File: src/rtl/sspc_pkg.sv
// shared constants for the sensor serial port configuration block
package sspc_pkg;
  localparam int unsigned CLK_HZ = 50000000;
  // baud codes and divisors (clocks per bit)
  localparam logic [2:0] BAUD_9600 = 3'h0;
  localparam logic [2:0] BAUD_19200 = 3'h1;
  localparam logic [2:0] BAUD_38400 = 3'h2;
  localparam logic [2:0] BAUD_57600 = 3'h3;
  localparam logic [2:0] BAUD_115200 = 3'h4;
  localparam logic [15:0] DIV_9600 = 16'(CLK_HZ / 9600);
  localparam logic [15:0] DIV_19200 = 16'(CLK_HZ / 19200);
  localparam logic [15:0] DIV_38400 = 16'(CLK_HZ / 38400);
  localparam logic [15:0] DIV_57600 = 16'(CLK_HZ / 57600);
  localparam logic [15:0] DIV_115200 = 16'(CLK_HZ / 115200);
  // activation modes
  localparam logic [1:0] ACT_CONT = 2'h0;
  localparam logic [1:0] ACT_POLL = 2'h1;
  localparam logic [1:0] ACT_LEADER = 2'h2;
  localparam logic [1:0] ACT_FOLLOWER = 2'h3;
  // register byte offsets
  localparam logic [3:0] OFS_CTRL = 4'h0;
  localparam logic [3:0] OFS_ADDR = 4'h4;
  localparam logic [3:0] OFS_STAT = 4'h8;
  localparam logic [3:0] OFS_DATA = 4'hc;
  // ctrl fields
  localparam int CTRL_BAUD_LSB = 0;
  localparam int CTRL_ACT_LSB = 4;
  localparam int CTRL_DIFF_BIT = 8;
  localparam int CTRL_PAR_BIT = 9;
  localparam int CTRL_DEFAULT_BIT = 12;
  // reset values and address limit
  localparam logic [2:0] RST_BAUD = BAUD_9600;
  localparam logic [7:0] RST_ADDR = 8'h01;
  localparam logic [7:0] ADDR_MAX = 8'hf7;
  localparam logic [1:0] RST_ACT = ACT_CONT;
  // bit slot reached after the 8 data bits
  localparam logic [3:0] SLOT_STOP8 = 4'h9;
  localparam logic [3:0] SLOT_STOP9 = 4'ha;
endpackage

File: src/rtl/sspc_core.sv
// serial port front end: configuration registers, uart receive/transmit, address filter
//
// Our own choices: the Avalon-MM register port and the placing of the registers.
`timescale 1ns/1ps
module sspc_core (
  input wire logic clk_in,
  input wire logic resetn_in,
  input wire logic ce_in,
  input wire logic [3:0] avs_address_in,
  input wire logic avs_read_in,
  input wire logic avs_write_in,
  input wire logic [31:0] avs_writedata_in,
  output logic [31:0] avs_readdata_out,
  output logic avs_waitrequest_out,
  input wire logic rxd_in,
  output logic txd_out,
  output logic txd_oe_out,
  output logic diff_mode_out,
  output logic session_drop_out
);
  typedef enum logic [3:0] {
    SSPC_RX_IDLE = 4'h1,
    SSPC_RX_START = 4'h2,
    SSPC_RX_BITS = 4'h4,
    SSPC_RX_DONE = 4'h8
  } sspc_rx_t;
  typedef enum logic [2:0] {
    SSPC_TX_IDLE = 3'h1,
    SSPC_TX_SHIFT = 3'h2,
    SSPC_TX_END = 3'h4
  } sspc_tx_t;

  logic [2:0] baud_q;
  logic [1:0] act_q;
  logic diff_var_q;
  logic even_q;
  logic [7:0] addr_q;
  logic ack_q;
  logic [15:0] div;
  logic sync_mode;
  sspc_rx_t rx_state_q;
  logic [15:0] rx_cnt_q;
  logic [3:0] rx_slot_q;
  logic [8:0] rx_sh_q;
  logic rx_par_err_q;
  logic in_frame_q;
  logic first_q;
  logic accept_q;
  logic [7:0] rx_byte_q;
  logic rx_valid_q;
  logic par_errs_q;
  sspc_tx_t tx_state_q;
  logic [15:0] tx_cnt_q;
  logic [3:0] tx_slot_q;
  logic [10:0] tx_sh_q;
  logic tx_go_q;
  logic [7:0] tx_byte_q;
  logic tx_busy_q;
  logic [15:0] gap_q;
  logic wr_ctrl;
  logic wr_addr;
  logic [2:0] new_baud;
  logic [1:0] new_act;
  logic [7:0] new_addr;

  // one divisor drives both directions, whatever the protocol
  always_comb begin
    case (baud_q)
      sspc_pkg::BAUD_19200: div = sspc_pkg::DIV_19200;
      sspc_pkg::BAUD_38400: div = sspc_pkg::DIV_38400;
      sspc_pkg::BAUD_57600: div = sspc_pkg::DIV_57600;
      sspc_pkg::BAUD_115200: div = sspc_pkg::DIV_115200;
      default: div = sspc_pkg::DIV_9600;
    endcase
  end

  assign sync_mode = act_q[1];
  assign wr_ctrl = avs_write_in && !ack_q && avs_address_in == sspc_pkg::OFS_CTRL;
  assign wr_addr = avs_write_in && !ack_q && avs_address_in == sspc_pkg::OFS_ADDR;
  assign new_baud = avs_writedata_in[sspc_pkg::CTRL_BAUD_LSB +: 3];
  assign new_act = avs_writedata_in[sspc_pkg::CTRL_ACT_LSB +: 2];
  assign new_addr = avs_writedata_in[7:0];

  // bus handshake: every access answers one cycle after it is seen
  always_ff @(posedge clk_in or negedge resetn_in) begin
    if (!resetn_in) begin
      ack_q <= 1'b0;
    end else if (ce_in) begin
      ack_q <= (avs_read_in || avs_write_in) && !ack_q;
    end
  end

  // configuration registers
  always_ff @(posedge clk_in or negedge resetn_in) begin
    if (!resetn_in) begin
      baud_q <= sspc_pkg::RST_BAUD;
      act_q <= sspc_pkg::RST_ACT;
      diff_var_q <= 1'b0;
      addr_q <= sspc_pkg::RST_ADDR;
    end else if (ce_in) begin
      if (wr_ctrl) begin
        if (avs_writedata_in[sspc_pkg::CTRL_DEFAULT_BIT]) begin
          // factory default resets the activation mode and lowers 115200 to 57600; other settings kept
          act_q <= sspc_pkg::RST_ACT;
          if (baud_q == sspc_pkg::BAUD_115200) begin
            baud_q <= sspc_pkg::BAUD_57600;
          end
        end else begin
          act_q <= new_act;
          diff_var_q <= avs_writedata_in[sspc_pkg::CTRL_DIFF_BIT];
          // top rate is refused unless polled; keep old rate then, but drop an old top rate to 57600
          if (new_baud <= sspc_pkg::BAUD_115200 &&
              (new_baud != sspc_pkg::BAUD_115200 || new_act == sspc_pkg::ACT_POLL)) begin
            baud_q <= new_baud;
          end else if (baud_q == sspc_pkg::BAUD_115200 && new_act != sspc_pkg::ACT_POLL) begin
            baud_q <= sspc_pkg::BAUD_57600;
          end
        end
      end
      if (wr_addr && new_addr >= 8'h01 && new_addr <= sspc_pkg::ADDR_MAX) begin
        addr_q <= new_addr;
      end
    end
  end

  // parity: starts none, flips to even on first bad frame, kept by defaults
  always_ff @(posedge clk_in or negedge resetn_in) begin
    if (!resetn_in) begin
      even_q <= 1'b0;
    end else if (ce_in) begin
      // a detected parity frame beats a software clear in the same cycle
      if (rx_par_err_q) begin
        even_q <= 1'b1;
      end else if (wr_ctrl && !avs_writedata_in[sspc_pkg::CTRL_DEFAULT_BIT] &&
                   !avs_writedata_in[sspc_pkg::CTRL_PAR_BIT]) begin
        even_q <= 1'b0;
      end
    end
  end

  // receiver: 9th slot is parity or stop depending on even_q
  always_ff @(posedge clk_in or negedge resetn_in) begin
    if (!resetn_in) begin
      rx_state_q <= SSPC_RX_IDLE;
      rx_cnt_q <= 16'h0000;
      rx_slot_q <= 4'h0;
      rx_sh_q <= 9'h000;
      rx_par_err_q <= 1'b0;
    end else if (ce_in) begin
      rx_par_err_q <= 1'b0;
      case (rx_state_q)
        SSPC_RX_IDLE: begin
          if (!rxd_in) begin
            rx_state_q <= SSPC_RX_START;
            rx_cnt_q <= {1'b0, div[15:1]};
          end
        end
        SSPC_RX_START: begin
          if (rx_cnt_q != 16'h0000) begin
            rx_cnt_q <= rx_cnt_q - 16'h0001;
          end else if (rxd_in) begin
            rx_state_q <= SSPC_RX_IDLE; // glitch, not a start bit
          end else begin
            rx_state_q <= SSPC_RX_BITS;
            rx_cnt_q <= div - 16'h0001; // one bit is div clocks, end edge included
            rx_slot_q <= 4'h1;
          end
        end
        SSPC_RX_BITS: begin
          if (rx_cnt_q != 16'h0000) begin
            rx_cnt_q <= rx_cnt_q - 16'h0001;
          end else begin
            rx_cnt_q <= div - 16'h0001;
            rx_slot_q <= rx_slot_q + 4'h1;
            if (rx_slot_q == (even_q ? sspc_pkg::SLOT_STOP9 : sspc_pkg::SLOT_STOP8)) begin
              rx_state_q <= SSPC_RX_DONE;
              // with no parity, a 0 in the stop slot marks a parity-bearing frame
              rx_par_err_q <= even_q ? (^rx_sh_q) : !rxd_in;
            end else begin
              rx_sh_q <= {rxd_in, rx_sh_q[8:1]};
            end
          end
        end
        SSPC_RX_DONE: begin
          if (rxd_in) begin
            rx_state_q <= SSPC_RX_IDLE;
          end
        end
        default: rx_state_q <= SSPC_RX_IDLE;
      endcase
    end
  end

  // frame tracking: an 8.5-bit-time silence ends a frame; first byte is the address
  always_ff @(posedge clk_in or negedge resetn_in) begin
    if (!resetn_in) begin
      gap_q <= 16'h0000;
      in_frame_q <= 1'b0;
      first_q <= 1'b1;
      accept_q <= 1'b0;
      rx_byte_q <= 8'h00;
      rx_valid_q <= 1'b0;
      par_errs_q <= 1'b0;
      session_drop_out <= 1'b0;
    end else if (ce_in) begin
      session_drop_out <= 1'b0;
      // reads clear first, so a new byte or error in the same cycle wins
      if (avs_read_in && ack_q && avs_address_in == sspc_pkg::OFS_DATA) begin
        rx_valid_q <= 1'b0;
      end
      if (avs_read_in && ack_q && avs_address_in == sspc_pkg::OFS_STAT) begin
        par_errs_q <= 1'b0;
      end
      if (rx_state_q != SSPC_RX_IDLE) begin
        gap_q <= 16'h0000;
      end else if (gap_q != 16'hffff) begin
        gap_q <= gap_q + 16'h0001;
      end
      if (wr_ctrl || wr_addr) begin
        // link settings changed: forget the half-seen frame
        in_frame_q <= 1'b0;
        first_q <= 1'b1;
        accept_q <= 1'b0;
        session_drop_out <= 1'b1;
      end else if (rx_state_q == SSPC_RX_BITS && rx_cnt_q == 16'h0000 &&
                   rx_slot_q == (even_q ? sspc_pkg::SLOT_STOP9 : sspc_pkg::SLOT_STOP8)) begin
        // the parity flag lags one cycle, so judge the bits directly here
        if (even_q ? (^rx_sh_q) : !rxd_in) begin
          par_errs_q <= 1'b1;
          accept_q <= 1'b0; // the switching packet is lost
        end else if (first_q) begin
          // sync followers share addresses; the filter still applies
          accept_q <= (even_q ? rx_sh_q[7:0] : rx_sh_q[8:1]) == addr_q &&
                      act_q != sspc_pkg::ACT_LEADER;
        end
        first_q <= 1'b0;
        in_frame_q <= 1'b1;
        rx_byte_q <= even_q ? rx_sh_q[7:0] : rx_sh_q[8:1];
        rx_valid_q <= !first_q && accept_q;
      end else if (gap_q == {div[12:0], 3'h0} + {2'h0, div[14:1]}) begin
        in_frame_q <= 1'b0;
        first_q <= 1'b1;
      end
    end
  end

  // transmit request from software, only in continuous or polled mode
  always_ff @(posedge clk_in or negedge resetn_in) begin
    if (!resetn_in) begin
      tx_go_q <= 1'b0;
      tx_byte_q <= 8'h00;
    end else if (ce_in) begin
      if (avs_write_in && !ack_q && avs_address_in == sspc_pkg::OFS_DATA && !tx_busy_q &&
          act_q[1] == 1'b0) begin
        tx_go_q <= 1'b1;
        tx_byte_q <= avs_writedata_in[7:0];
      end else begin
        tx_go_q <= 1'b0;
      end
    end
  end

  // transmitter: start, 8 data, optional even parity, stop
  always_ff @(posedge clk_in or negedge resetn_in) begin
    if (!resetn_in) begin
      tx_state_q <= SSPC_TX_IDLE;
      tx_cnt_q <= 16'h0000;
      tx_slot_q <= 4'h0;
      tx_sh_q <= 11'h7ff;
      tx_busy_q <= 1'b0;
      txd_out <= 1'b1;
      txd_oe_out <= 1'b0;
    end else if (ce_in) begin
      case (tx_state_q)
        SSPC_TX_IDLE: begin
          txd_out <= 1'b1;
          txd_oe_out <= !(diff_var_q || sync_mode); // point-to-point drives idle line
          if (tx_go_q) begin
            tx_state_q <= SSPC_TX_SHIFT;
            tx_busy_q <= 1'b1;
            tx_sh_q <= even_q ? {1'b1, ^tx_byte_q, tx_byte_q, 1'b0} : {2'h3, tx_byte_q, 1'b0};
            tx_slot_q <= even_q ? 4'hb : 4'ha;
            tx_cnt_q <= 16'h0000;
          end
        end
        SSPC_TX_SHIFT: begin
          txd_oe_out <= 1'b1;
          if (tx_cnt_q != 16'h0000) begin
            tx_cnt_q <= tx_cnt_q - 16'h0001;
          end else if (tx_slot_q == 4'h0) begin
            tx_state_q <= SSPC_TX_END;
          end else begin
            txd_out <= tx_sh_q[0];
            tx_sh_q <= {1'b1, tx_sh_q[10:1]};
            tx_slot_q <= tx_slot_q - 4'h1;
            tx_cnt_q <= div - 16'h0001;
          end
        end
        SSPC_TX_END: begin
          tx_busy_q <= 1'b0;
          tx_state_q <= SSPC_TX_IDLE;
        end
        default: tx_state_q <= SSPC_TX_IDLE;
      endcase
    end
  end

  // differential wiring forced while any sync role is set
  always_ff @(posedge clk_in or negedge resetn_in) begin
    if (!resetn_in) begin
      diff_mode_out <= 1'b0;
    end else if (ce_in) begin
      diff_mode_out <= diff_var_q || sync_mode;
    end
  end

  // read mux and waitrequest
  always_ff @(posedge clk_in or negedge resetn_in) begin
    if (!resetn_in) begin
      avs_readdata_out <= 32'h00000000;
      avs_waitrequest_out <= 1'b1;
    end else if (ce_in) begin
      avs_waitrequest_out <= !((avs_read_in || avs_write_in) && !ack_q);
      case (avs_address_in)
        sspc_pkg::OFS_CTRL: avs_readdata_out <= {22'h0, even_q, diff_var_q, 2'h0, act_q, 1'b0, baud_q};
        sspc_pkg::OFS_ADDR: avs_readdata_out <= {24'h0, addr_q};
        sspc_pkg::OFS_STAT: avs_readdata_out <= {26'h0, in_frame_q, par_errs_q, tx_busy_q,
                                                 rx_valid_q, diff_mode_out, even_q};
        sspc_pkg::OFS_DATA: avs_readdata_out <= {24'h0, rx_byte_q};
        default: avs_readdata_out <= 32'h00000000;
      endcase
    end
  end
endmodule

File: config.mk
export PLATFORM = sky130hd
export DESIGN_NAME = sspc_core
export DESIGN_NICKNAME = d
export VERILOG_FILES = /design/src/rtl/sspc_pkg.sv /design/src/rtl/sspc_core.sv
export SDC_FILE = /design/constraint.sdc
export NUM_CORES = 1
export LEC_CHECK = 0
export BUFFER_PORTS_ARGS = -buffer_cell sky130_fd_sc_hd__buf_2
export CAP_MARGIN = 20
export CORE_UTILIZATION = 35
export CTS_BUF_LIST = sky130_fd_sc_hd__clkbuf_4
export CTS_CLUSTER_SIZE = 28
export DETAILED_ROUTE_END_ITERATION = 10
export PLACE_DENSITY = 0.5
export SYNTH_ARGS = -nofsm -noshare
export SYNTH_HDL_FRONTEND = slang
export SYNTH_SLANG_ARGS = --single-unit
export TNS_END_PERCENT = 5
File: constraint.sdc
create_clock -name clk_in -period 3.3 [get_ports clk_in]
set_input_delay 0.33 -clock clk_in [delete_from_list [all_inputs] [get_ports clk_in]]
set_output_delay 0.33 -clock clk_in [all_outputs]
set_load 0.05 [all_outputs]
==> results by group <==
Die
  • IO Pins: 79
  • CORE AREA: 22800 µm²
  • Initial core utilization: 0.361
  • Die H: 156 µm
  • Rows: 55
  • Die W: 156 µm
  • Die ar.: 24200 µm²

Synthesis
  • Predominant post-synthesis flop cell: dfrtp_1
  • Post-synth EDFFs: 0
  • Mean Syn Cell Area: 9.05 µm²
  • Mapped Cells: 912
  • Synth warn: 0
  • Yosys cell types: 75
  • Synth Cell Area: 8250 µm²
  • Sequential cell area fraction in the yosys report: 0.418
  • Async S/R FF share, synth: 1.00
  • Synth Register Bits: 137

Detailed routing
  • TritonRoute pass-1 iters: 5
  • Routed len/inst: 16.8 µm
  • # DRC: 0
  • Post-route ant nets: 0
  • Via-per-instance ratio: 5.24
  • Drt total wl: 21.8 mm
  • Vias: 6770
  • 1st-iter DRT viols: 369

Global route
  • Initial antenna violation count: 1
  • Global-route wire length before repair: 36.1 mm
  • Vias in the first global route: 6625
  • Total gr overflow: 0
  • Largest net degree at the start of global routing: 64
  • Gr usage total: 0.192

Setup path
  • Most common cell on crit path: inv_1
  • WP buf/inv: 3
  • Crit path launch type: flop
  • Maximum fanout along the worst path: 2
  • Crit-path leading delay family: simple AND/OR/NAND/NOR gates
  • CP Data Required Time: 3790 ps
  • WP depth: 13
  • Arr. time, crit path: 3460 ps
  • CP peak stage delay: 480 ps
  • Slowest cell on the critical path: or3b_2
  • Reg2Reg Depth: 13
  • Critical path class: flop to flop
  • Cell Chain, Critical Path: or3b_2, inv_1, nor2_1, inv_1, ha_1, inv_1, fa_1, xnor2_1, nor3_1, nand4_1, nor4_2, nand4_1, a31o_2
  • Worst Setup End Kind: flop

Clock tree
  • H-tree depth reported by CTS: 4
  • Clock Tree Buf Depth: 2
  • Reg clk slew, reported paths: 150 ps
  • Root Buffer: clkbuf_4
  • Num CTS Buffers: 17
  • Num Clock Sinks: 137
  • CTS tree: done
  • Clk_lat worst skew: 590 ps

STA
  • RSZ-0062 raised after global routing: no
  • Slew Viols, Final: 0
  • Setup_tns: 0 ps
  • Headroom to the max-slew limit: 0.405
  • Setup violators final: 0
  • Hold Fails Final Rpt: 0
  • Worst setup slack after layout: 335 ps
  • Clock Skew: 26.6 ps
  • Worst Max-Slew Pin Slew: 893 ps
  • Tmin final: 2970 ps
  • Final worst-path cycle share: 0.898
  • Achievable clock frequency: 0.337 GHz

Run status
  • Status: finished, final reports clean

Layout
  • Post-layout net count: 1022
  • Commonest non-fill, non-tap cell in the layout: dfrtp_1
  • Layout area overhead: 11.5%
  • Most frequent cells in the layout: dfrtp_1 (121), o21ai_0 (102), nand2_1 (87)
  • Fillers: 2413
  • Finished Layout Cells: 1293
  • Share of cells above drive strength 1: 0.180
  • Post-Route Utilization: 0.403

Place
  • Setup slack at placement: 238 ps
  • Post-DP HPWL: 15.3 mm
  • Buffers on Ports: 35
  • Placed cells: 1252
  • GPL Wtd Cong: 0.816

Hold path
  • Cell count of the worst hold path: 3
  • Worst min-delay path category: input pin to flop

Pwr
  • Power Density: 581 nW/µm²
  • Overall power: 0.00534 W
  • Maximum VDD drop: 0.000293 V
  • P_leak: 3.93 nW

Job
  • MaxCap Viol Count: 0
[report_power, final]
group	switching, W	internal, W
Clock	0.000752	0.000323
Combinational	0.00134	0.000869
Sequential	0.000201	0.00186
[registers in the layout, indices dropped and copies added (netlist names), 3 cells and up]
register	count
addr_q	8
avs_readdata_out	10
baud_q	3
gap_q	16
rx_byte_q	8
rx_cnt_q	16
rx_sh_q	9
rx_slot_q	4
rx_state_q	4
tx_byte_q	8
tx_cnt_q	16
tx_sh_q	10
tx_slot_q	4
tx_state_q	3
[final cells by class]
cell class                 count  area [µm²]  share of cell area
antenna                        1        2.50            0.000272
tap                          313         392              0.0426
inverter                      34         128              0.0139
timing repair buffer          80         552              0.0600
clock buffer                  17         128              0.0139
multi-input combinational    696        4420               0.480
sequential                   137        3450               0.375
clock inverter                15         133              0.0144
[cells by family (layout without fill, tap and decap cells)]
kind of cell | after synthesis | in the layout | synth area share
xor+xnor | 50 | 50 | 0.0547
simple gates | 316 | 316 | 0.192
mux | 58 | 58 | 0.0816
fa+ha+maj | 14 | 14 | 0.0221
buf+inv | 100 | 146 | 0.0578
compound gates | 236 | 236 | 0.174
flops | 137 | 137 | 0.418
other cells | 1 | 23 | 0.000454
[per-layer routing]
metal  up-vias  track usage  wire length [µm]
li1       3337            -                 -
met1      3300        0.266             10700
met2       123        0.305             10200
met3        10       0.0394               754
met4         0       0.0462               157
met5         -            0                 0
[per-stage QoR]
step                hold WS (ps)  cell area [µm²]
floorplan                   34.4             8330
global placement             335             8850
detailed placement           333             8850
CTS                        0.140             9180
global route                9.33             9200
finish                      40.7             9200
[tightest hold or removal path, delay by kind of cell]
family / cells / cell delay, ps
AOI/OAI and AO/OA: 2 / 220
buffers and inverters: 1 / 90
[Yosys cell counts, types with 7 or more instances]
cell type,count,area [µm²]
nand2_1,87,327
o21ai_0,103,515
dfstp_2,16,420
xnor2_1,27,236
a21oi_1,47,235
mux2i_1,20,200
xor2_1,22,193
inv_1,33,124
o31ai_1,14,105
or3_1,8,50.1
buf_4,23,173
dfrtp_1,121,3030
nor4_1,8,50.1
mux2_2,34,383
nand2b_1,10,62.6
nor2_1,70,263
nand4_1,14,87.6
ha_1,13,163
nor2b_1,15,93.8
and3_1,7,43.8
nor3_1,31,155
clkbuf_1,36,135
nand3_1,30,150
[final timing paths]
check                                       to  slack (ps)          from
max                                 in_frame_q         330     baud_q[1]
max in group asynchronous        rx_state_q[0]        2240     resetn_in
max reg2reg                         in_frame_q         330     baud_q[1]
min reg2reg                         tx_sh_q[4]         490    tx_sh_q[4]
min in group asynchronous          tx_cnt_q[0]         260     resetn_in
min                        avs_waitrequest_out          40  avs_write_in
[repair_timing]
action,in CTS,in global routing
endpoints found under the setup margin,0,1
setup buffers,0,0
endpoints found under the hold margin,53,2
hold buffers,7,1
resized for setup,0,1
Power figures use the tool's default switching activity.
